**config.mk**
```make
export PLATFORM = sky130hd
export DESIGN_NAME = asr_receiver
export DESIGN_NICKNAME = d
export VERILOG_FILES = /design/src/design/asr_pkg.sv /design/src/design/asr_receiver.sv
export SDC_FILE = /design/constraint.sdc
export NUM_CORES = 1
export LEC_CHECK = 0
export BUFFER_PORTS_ARGS = -buffer_cell sky130_fd_sc_hd__buf_2
export CAP_MARGIN = 0
export CORE_MARGIN = 2
export CORE_UTILIZATION = 60
export DETAILED_ROUTE_END_ITERATION = 12
export GPL_ROUTABILITY_DRIVEN = 0
export PLACE_DENSITY = 0.79
export SKIP_LAST_GASP = 1
export SYNTH_ARGS = -nofsm -noshare
export SYNTH_HDL_FRONTEND = slang
export SYNTH_SLANG_ARGS = --single-unit
```
**constraint.sdc**
```tcl
create_clock -name clock -period 2.9 [get_ports clock]
set_input_delay 0.145 -clock clock [delete_from_list [all_inputs] [get_ports clock]]
set_output_delay 0.145 -clock clock [all_outputs]
set_load 0.01 [all_outputs]
```
**src/design/asr_pkg.sv**
```systemverilog
// package for the asynchronous serial receiver: register map, fields, timing
package asr_pkg;
   // register indices on the plain register port
   localparam logic [1:0] ADDR_STATUS_CONTROL = 2'h0; // receive_status_control
   localparam logic [1:0] ADDR_RECEIVE_DATA = 2'h1;   // receive_data_register, read pops
   localparam logic [1:0] ADDR_INTERRUPT_CTRL = 2'h2; // interrupt_control_reg
   localparam logic [1:0] ADDR_REQUEST_STATUS = 2'h3; // request flag and enable

   // receive_status_control field positions
   localparam int BIT_SERIAL_PORT_ENABLE = 7;
   localparam int BIT_NINE_BIT_SELECT = 6;
   localparam int BIT_CONT_RECEIVE = 4;
   localparam int BIT_ADDRESS_DETECT = 3;
   localparam int BIT_FRAME_ERROR = 2;
   localparam int BIT_OVERRUN_ERROR = 1;
   localparam int BIT_NINTH_BIT = 0;
   // interrupt_control_reg field positions
   localparam int BIT_GLOBAL_IE = 7;
   localparam int BIT_PERIPH_IE = 6;
   // request status register field positions
   localparam int BIT_PENDING = 0;
   localparam int BIT_RX_IE = 1;

   // timing: bit time at the system clock
   localparam int CLOCK_MHZ = 125;
   localparam int BAUD_RATE = 115200;
   localparam int BIT_CYCLES = (CLOCK_MHZ * 1000000) / BAUD_RATE;
   localparam logic [11:0] BIT_COUNT = 12'(BIT_CYCLES - 1);
   localparam logic [11:0] HALF_COUNT = 12'(BIT_CYCLES / 2 - 1);

   localparam int FIFO_DEPTH = 2;
   localparam logic [7:0] RESET_CONTROL = 8'h00;

   typedef enum logic [1:0] {
      RX_IDLE = 2'b00,
      RX_START = 2'b01,
      RX_DATA = 2'b10,
      RX_STOP = 2'b11
   } asr_state_t;

   // one receive FIFO entry
   typedef struct packed {
      logic frameErr;
      logic ninth;
      logic [7:0] data;
   } asr_entry_t;
endpackage : asr_pkg

```
**src/design/asr_receiver.sv**
```systemverilog
// receive path of an asynchronous serial port with a two-entry FIFO
//
// Contract
// pending flag high while enabled and FIFO holds an unread character; software cannot write it
// interrupt request only when pending, rx, peripheral and global enables all set
// pending flag follows FIFO occupancy regardless of enables
// each FIFO entry stores a framing-error bit, set when stop bit missing
// framing-error status read-only, shows oldest unread entry
// data read pops oldest; status then shows next character's values
// framing error never blocks later reception, needs no clearing
// port enable low resets receiver, clears framing error; continuous-receive low does not
// framing error alone raises no interrupt
// reads keep framing error high if all remaining entries have errors
// FIFO holds exactly two characters with error and ninth bit
// third complete character while FIFO full sets overrun
// during overrun stored characters stay readable, no new ones accepted
// overrun cleared only by continuous-receive low or port enable low
// nine-bit mode shifts nine bits; extra bit is entry's top bit
// software reads ninth bit before low data byte
// software reads framing error before data register
// address detection acts only in nine-bit mode
// address detection keeps only characters whose ninth bit is one
// software clears address detect on match, sets it at message end
// empty FIFO: pending low, data read changes nothing
`timescale 1ns/1ns
module asr_receiver
   import asr_pkg::*;
(
   input wire logic clock,           // system clock, 125 MHz
   input wire logic reset_n,         // asynchronous reset, active low
   input wire logic rxLine,          // serial line, idle high
   input wire logic [1:0] regAddr,   // register index
   input wire logic [7:0] regWdata,  // write data
   input wire logic regWrite,        // write strobe
   input wire logic regRead,         // read strobe
   output logic [7:0] regRdata,      // read data, one cycle after strobe
   output logic rxIrq                // receive interrupt request
);

   // control registers
   logic [7:0] control_ff, nxt_control;
   logic [1:0] intCtrl_ff, nxt_intCtrl;
   logic rxIe_ff, nxt_rxIe;
   logic portEn, contRx, nineSel, addrDet;

   // receiver state
   asr_state_t state_ff, nxt_state;
   logic [11:0] timer_ff, nxt_timer;
   logic [3:0] bitIdx_ff, nxt_bitIdx;
   logic [8:0] shift_ff, nxt_shift;
   logic lineS1_ff, lineS2_ff;

   // FIFO: flip-flop storage addressed by read index
   asr_entry_t fifo_ff [FIFO_DEPTH], nxt_fifo [FIFO_DEPTH];
   logic rdIdx_ff, nxt_rdIdx;
   logic [1:0] count_ff, nxt_count;
   logic overrun_ff, nxt_overrun;

   logic [7:0] rdata_ff, nxt_rdata;
   logic irq_ff, nxt_irq;

   logic charDone, stopOk, keepChar, popReq, pending;
   asr_entry_t newEntry, headEntry;

   assign portEn = control_ff[BIT_SERIAL_PORT_ENABLE];
   assign contRx = control_ff[BIT_CONT_RECEIVE];
   assign nineSel = control_ff[BIT_NINE_BIT_SELECT];
   assign addrDet = control_ff[BIT_ADDRESS_DETECT] & nineSel;
   assign headEntry = fifo_ff[rdIdx_ff];
   assign pending = portEn && (count_ff != 2'h0); // see see

   // line synchroniser; the first stage feeds only the second
   always_ff @(posedge clock or negedge reset_n) begin
      if (!reset_n) begin
         lineS1_ff <= 1'b1;
         lineS2_ff <= 1'b1;
      end else begin
         lineS1_ff <= rxLine;
         lineS2_ff <= lineS1_ff;
      end
   end

   // control registers; the flags are not writable bits
   always_comb begin
      nxt_control = control_ff;
      nxt_intCtrl = intCtrl_ff;
      nxt_rxIe = rxIe_ff;
      if (regWrite) begin
         case (regAddr)
            ADDR_STATUS_CONTROL: nxt_control = regWdata & 8'hD8; // see
            ADDR_INTERRUPT_CTRL: nxt_intCtrl = {regWdata[BIT_GLOBAL_IE], regWdata[BIT_PERIPH_IE]};
            ADDR_REQUEST_STATUS: nxt_rxIe = regWdata[BIT_RX_IE];
            default: ;
         endcase
      end
   end

   always_ff @(posedge clock or negedge reset_n) begin
      if (!reset_n) begin
         control_ff <= RESET_CONTROL;
         intCtrl_ff <= 2'h0;
         rxIe_ff <= 1'b0;
      end else begin
         control_ff <= nxt_control;
         intCtrl_ff <= nxt_intCtrl;
         rxIe_ff <= nxt_rxIe;
      end
   end

   // bit-timing state machine; samples mid-bit, runs only while receiving
   always_comb begin
      nxt_state = state_ff;
      nxt_timer = timer_ff;
      nxt_bitIdx = bitIdx_ff;
      nxt_shift = shift_ff;
      charDone = 1'b0;
      stopOk = 1'b0;
      if (!portEn || !contRx) begin
         nxt_state = RX_IDLE;
         nxt_timer = 12'h000;
      end else begin
         case (state_ff)
            RX_IDLE: begin
               if (!lineS2_ff) begin
                  nxt_state = RX_START;
                  nxt_timer = HALF_COUNT;
               end
            end
            RX_START: begin
               if (timer_ff != 12'h000) begin
                  nxt_timer = timer_ff - 12'h001;
               end else if (lineS2_ff) begin
                  nxt_state = RX_IDLE; // glitch, not a start bit
               end else begin
                  nxt_state = RX_DATA;
                  nxt_timer = BIT_COUNT;
                  nxt_bitIdx = 4'h0;
               end
            end
            RX_DATA: begin
               if (timer_ff != 12'h000) begin
                  nxt_timer = timer_ff - 12'h001;
               end else begin
                  // lsb first; nine-bit mode shifts one more bit in
                  nxt_shift = {lineS2_ff, shift_ff[8:1]};
                  nxt_timer = BIT_COUNT;
                  nxt_bitIdx = bitIdx_ff + 4'h1;
                  if (bitIdx_ff == (nineSel ? 4'h8 : 4'h7)) begin
                     nxt_state = RX_STOP;
                  end
               end
            end
            RX_STOP: begin
               if (timer_ff != 12'h000) begin
                  nxt_timer = timer_ff - 12'h001;
               end else begin
                  charDone = 1'b1;
                  stopOk = lineS2_ff;
                  nxt_state = RX_IDLE;
               end
            end
            default: nxt_state = RX_IDLE;
         endcase
      end
   end

   always_ff @(posedge clock or negedge reset_n) begin
      if (!reset_n) begin
         state_ff <= RX_IDLE;
         timer_ff <= 12'h000;
         bitIdx_ff <= 4'h0;
         shift_ff <= 9'h000;
      end else begin
         state_ff <= nxt_state;
         timer_ff <= nxt_timer;
         bitIdx_ff <= nxt_bitIdx;
         shift_ff <= nxt_shift;
      end
   end

   // assemble the finished character; eight-bit data sit in the top of the shifter
   always_comb begin
      newEntry.frameErr = !stopOk;
      newEntry.ninth = nineSel ? shift_ff[8] : 1'b0;
      newEntry.data = nineSel ? shift_ff[7:0] : shift_ff[8:1];
      keepChar = charDone && (!addrDet || newEntry.ninth);
   end

   // FIFO, overrun and read data; a pop on an empty FIFO changes nothing
   always_comb begin
      nxt_fifo = fifo_ff;
      nxt_rdIdx = rdIdx_ff;
      nxt_count = count_ff;
      nxt_overrun = overrun_ff;
      nxt_rdata = 8'h00;
      popReq = regRead && (regAddr == ADDR_RECEIVE_DATA) && (count_ff != 2'h0); // see
      if (regRead) begin
         case (regAddr)
            ADDR_STATUS_CONTROL: nxt_rdata = (control_ff & 8'hD8)
                                 | {5'h00, headEntry.frameErr & (count_ff != 2'h0), overrun_ff,
                                    headEntry.ninth & (count_ff != 2'h0)}; // see see
            ADDR_RECEIVE_DATA: nxt_rdata = (count_ff != 2'h0) ? headEntry.data : 8'h00;
            ADDR_INTERRUPT_CTRL: nxt_rdata = {intCtrl_ff, 6'h00};
            ADDR_REQUEST_STATUS: nxt_rdata = {6'h00, rxIe_ff, pending};
            default: nxt_rdata = 8'h00;
         endcase
      end
      if (popReq) begin
         nxt_rdIdx = !rdIdx_ff; // see
      end
      if (keepChar && !overrun_ff) begin
         if (count_ff == 2'(FIFO_DEPTH) && !popReq) begin
            nxt_overrun = 1'b1; // see
         end else begin
            nxt_fifo[rdIdx_ff ^ count_ff[0]] = newEntry;
         end
      end
      nxt_count = count_ff + {1'b0, keepChar && !overrun_ff && !nxt_overrun} - {1'b0, popReq};
      if (!contRx) begin
         nxt_overrun = 1'b0;
      end
      if (!portEn) begin
         // port disable resets the receiver and its status
         nxt_overrun = 1'b0; // see
         nxt_count = 2'h0;
         nxt_rdIdx = 1'b0;
         for (int i = 0; i < FIFO_DEPTH; i++) begin
            nxt_fifo[i] = '0;
         end
      end
   end

   always_ff @(posedge clock or negedge reset_n) begin
      if (!reset_n) begin
         for (int i = 0; i < FIFO_DEPTH; i++) begin
            fifo_ff[i] <= '0;
         end
         rdIdx_ff <= 1'b0;
         count_ff <= 2'h0;
         overrun_ff <= 1'b0;
         rdata_ff <= 8'h00;
      end else begin
         fifo_ff <= nxt_fifo;
         rdIdx_ff <= nxt_rdIdx;
         count_ff <= nxt_count;
         overrun_ff <= nxt_overrun;
         rdata_ff <= nxt_rdata;
      end
   end

   // interrupt request gated by three enables; errors never reach it
   always_comb begin
      nxt_irq = pending && rxIe_ff && intCtrl_ff[1] && intCtrl_ff[0]; // see
   end

   always_ff @(posedge clock or negedge reset_n) begin
      if (!reset_n) begin
         irq_ff <= 1'b0;
      end else begin
         irq_ff <= nxt_irq;
      end
   end

   assign regRdata = rdata_ff;
   assign rxIrq = irq_ff;

   // assertions
   irq_gating_a: assert property (@(posedge clock) disable iff (!reset_n)
      rxIrq |-> $past(pending) && $past(rxIe_ff) && $past(intCtrl_ff) == 2'h3)
      else $error("interrupt without all enables");
   irq_follows_a: assert property (@(posedge clock) disable iff (!reset_n)
      (pending && rxIe_ff && intCtrl_ff == 2'h3) |=> rxIrq)
      else $error("interrupt missing");
   pending_empty_a: assert property (@(posedge clock) disable iff (!reset_n)
      (regRead && regAddr == ADDR_REQUEST_STATUS && count_ff == 2'h0) |=> !regRdata[BIT_PENDING])
      else $error("pending with empty fifo");
   fifo_depth_a: assert property (@(posedge clock) disable iff (!reset_n)
      count_ff <= 2'h2)
      else $error("fifo over depth");
   overrun_set_a: assert property (@(posedge clock) disable iff (!reset_n)
      (keepChar && count_ff == 2'h2 && !popReq && contRx && portEn) |=> overrun_ff)
      else $error("overrun not set");
   overrun_hold_a: assert property (@(posedge clock) disable iff (!reset_n)
      (overrun_ff && contRx && portEn) |=> overrun_ff)
      else $error("overrun cleared wrongly");
   overrun_block_a: assert property (@(posedge clock) disable iff (!reset_n)
      (overrun_ff && !popReq && portEn) |=> count_ff == $past(count_ff))
      else $error("fifo changed during overrun");
   pop_moves_a: assert property (@(posedge clock) disable iff (!reset_n)
      popReq |=> rdIdx_ff != $past(rdIdx_ff) || !portEn)
      else $error("pop did not advance");
   empty_read_a: assert property (@(posedge clock) disable iff (!reset_n)
      (regRead && regAddr == ADDR_RECEIVE_DATA && count_ff == 2'h0 && !keepChar && portEn)
      |=> count_ff == 2'h0 && rdIdx_ff == $past(rdIdx_ff))
      else $error("empty read changed fifo");
   addr_filter_a: assert property (@(posedge clock) disable iff (!reset_n)
      (charDone && addrDet && !newEntry.ninth && !popReq && portEn) |=> count_ff == $past(count_ff))
      else $error("non-address character stored");
   disable_clear_a: assert property (@(posedge clock) disable iff (!reset_n)
      !portEn |=> count_ff == 2'h0 && !overrun_ff)
      else $error("port disable did not reset");
endmodule : asr_receiver

```
==> impl_metrics.yaml <==
synth:
  synth_edf_count: 0
  yosys.area_share.simple_pct: 17.01
  yosysMostFrequentCell: "dfrtp_1"
  postSynthAreaPerCell_um2: 10.65
  synthMuxAreaShare_pct: 15.89
  synth_top_family_by_area: "simple AND/OR/NAND/NOR gates"
  synth_area_leaders: "dfrtp_1, mux2i_1, mux2_2, nand2_1, ha_1"
  synth_compound_area_share_pct: 12.15
  synthCells: 346
  synth-seq-cells: 69
  synth.distinct_cells: 60
  yosysWarningCount: 0
  synth_nets: 371
  synthAdderAreaFrac_pct: 3.394
  synth_top_area_share_pct: 45.49
  async_reset_ff_share_pct: 100.0
  synth_flop_cell: "dfrtp_1"
  synth_xor_area_share_pct: 0.9504
  yosys-top-cells-count: "dfrtp_1, nand2_1, mux2i_1"
  synth_area_mm2: 0.003686
  yosys.area.top_type: "dfrtp_1"
  yosysSeqAreaShare_pct: 46.91
clock_tree:
  htreeDepth: 3
  cts_setup_buffers: 0
  clock_sinks: 69
  postCtsHoldBufs: 1
  cts_buffers: 9
  cts_resized: 0
  clkTransAtPathRegs_ns: 0.08
  clk_path_buf_depth: 2
  clockRootBuffer: "clkbuf_8"
  cts_tree: "yes"
  clk_latency_ns: 0.35
final_layout:
  post-route-util_pct: 68.58
  fillers: 450
  final_cells: 444
  area_growth_pct: 10.15
  multi_input_area_mm2: 0.001821
  diodes: 0
  regArea_mm2: 0.001729
  stdcell_area_mm2: 0.004060
  drive_gt1_share_pct: 22.76
  finalNetCount: 389
job:
  maxCapViolCount: 0
power_and_ir_drop:
  p_per_area_mw_per_mm2: 597.2
  vdd.ir_drop.worst_mv: 0.3574
  leakagePower_uw: 0.001810
global_routing:
  grt_pass1_vias: 2697
  grt_overflow_total: 0
  antenna_found_initial: 0
  grtUsageTotal_pct: 26.38
  met2_usage_pct: 41.21
  busiest_layer: "met2"
  use_met1_pct: 36.04
  grt_pass1_wl_um: 13230
  grt_max_degree: 70
  use_met3_pct: 4.457
timing:
  tightest_slew_ns: 0.8601
  hold_viol: 13
  finalCritPeriodShare_pct: 93.29
  period_needed_ns: 2.705
  slew_viol_final: 0
  fin_tns_setup_ns: 0
  finalSetupViolations: 0
  timing.fmax_mhz: 369.6
  whs_ns: -0.02279
  skew_ns: 0.01114
  setup_slack_ns: 0.1945
  rsz0062_at_grt: "no"
  slew_headroom_pct: 42.66
setup_path:
  path_max_fanout: 5
  worstReg2RegStart: "timer_ff[0]"
  start_kind: "flip-flop"
  reg2reg_depth: 11
  crit_arrival_ns: 2.95
  end_kind: "flip-flop"
  path_class: "flip-flop to flip-flop"
  regToRegSetupSlack_ns: 0.19
  cp.required_ns: 3.15
  reg2reg_to: "count_ff[1]"
floorplanning:
  initial_core_util_pct: 62.26
  fp-row-count: 28
  die_area_mm2: 0.006786
  die_height_um: 82.38
  ios: 24
  die_x_um: 82.38
  core_area_mm2: 0.005921
place:
  portBuffers: 20
  dp_slack_ns: 0.2455
  post_dp_cell_area_mm2: 0.003826
  dp_cells: 427
  dp_hpwl_um: 5200
run_status:
  status: "finished with violations"
  violations: "hold timing"
route:
  ant_nets: 0
  wl_per_cell_um: 17.43
  drcViolationCount: 0
  drt_iter0_markers: 177
  vias: 2781
  drt_first_pass_iters: 5
  wl_um: 7741
  viasPerCell: 6.264
min_path:
  hold_class: "input pin to asynchronous set/reset pin"
## worst max-delay path, cell delays in order (launching register included)
cell,delay [ns]
dfrtp_1,0.42
inv_1,0.14
ha_1,0.16
or3b_2,0.56
nor3_4,0.17
nand4_2,0.18
ha_1,0.32
inv_1,0.04
ha_1,0.18
xnor2_1,0.19
xnor2_1,0.08
and2_1,0.15
## placed cells by master, fill, tap and decap left out, types with 5 or more instances in the layout
master and count:
buf_2 20, a21oi_1 10, buf_4 6, clkbuf_8 10, inv_1 10, dfrtp_1 67
and2_1 5, o21ai_0 17, nand3_1 11, ha_1 10, mux2_2 24, nor4_1 6
mux2i_1 27, nor3_1 9, nand2_1 43, nor2_1 15
## state kept, by name (all words and copies together), names as in the netlist, 2 cells and up
name / count
control_ff: 4
fifo_ff: 20
intCtrl_ff: 2
count_ff: 2
state_ff: 2
regRdata: 8
timer_ff: 12
shift_ff: 9
bitIdx_ff: 4
## report_power, final
group	switching, µW	internal, µW
combinational	308	185
sequential	50.1	1010
clock	371	506
## worst max-delay path by stage
stage	startpoint	end	slack, ns	depth (start not counted)
floorplan	timer_ff[6]	count_ff[1]	0.32	11
global placement	timer_ff[0]	count_ff[1]	0.33	11
detailed placement	timer_ff[0]	count_ff[1]	0.25	11
CTS	timer_ff[0]	count_ff[1]	0.21	11
global route	timer_ff[0]	count_ff[1]	0.05	11
finish	timer_ff[0]	count_ff[1]	0.19	11
## area by class of cell
type                            instances  share of cell area (%)
Clock buffer                           10                   3.390
Inverter                               10                  0.9245
Multi-Input combinational cell        247                   44.84
Sequential cell                        69                   42.59
Tap cell                               75                   2.311
Clock inverter                          6                   2.126
Timing Repair Buffer                   27                   3.821
## routing by layer
layer  routed length [µm]  vias to the layer above
met2                 3672                       91
met3                  383                       14
met1                 3529                     1387
met5                    0                        -
li1                     -                     1289
met4                  156                        0
## kinds of logic after synthesis
group	Yosys count
AND/OR/NAND/NOR	119
flip-flops	69
AO/OA/AOI/OAI	61
multiplexers	53
buffers and inverters	30
adder cells (fa/ha/maj)	10
XOR/XNOR	4
## metrics by stage
stage	total power (µW)	hold slack (ns)
after floorplan	1421	-0.1506
after global placement	1541	0.2505
after detailed placement	1550	0.2523
after CTS	2431	0.01301
after global routing	2540	0.01947
final	2425	-0.02279
Power figures use the tool's default switching activity.
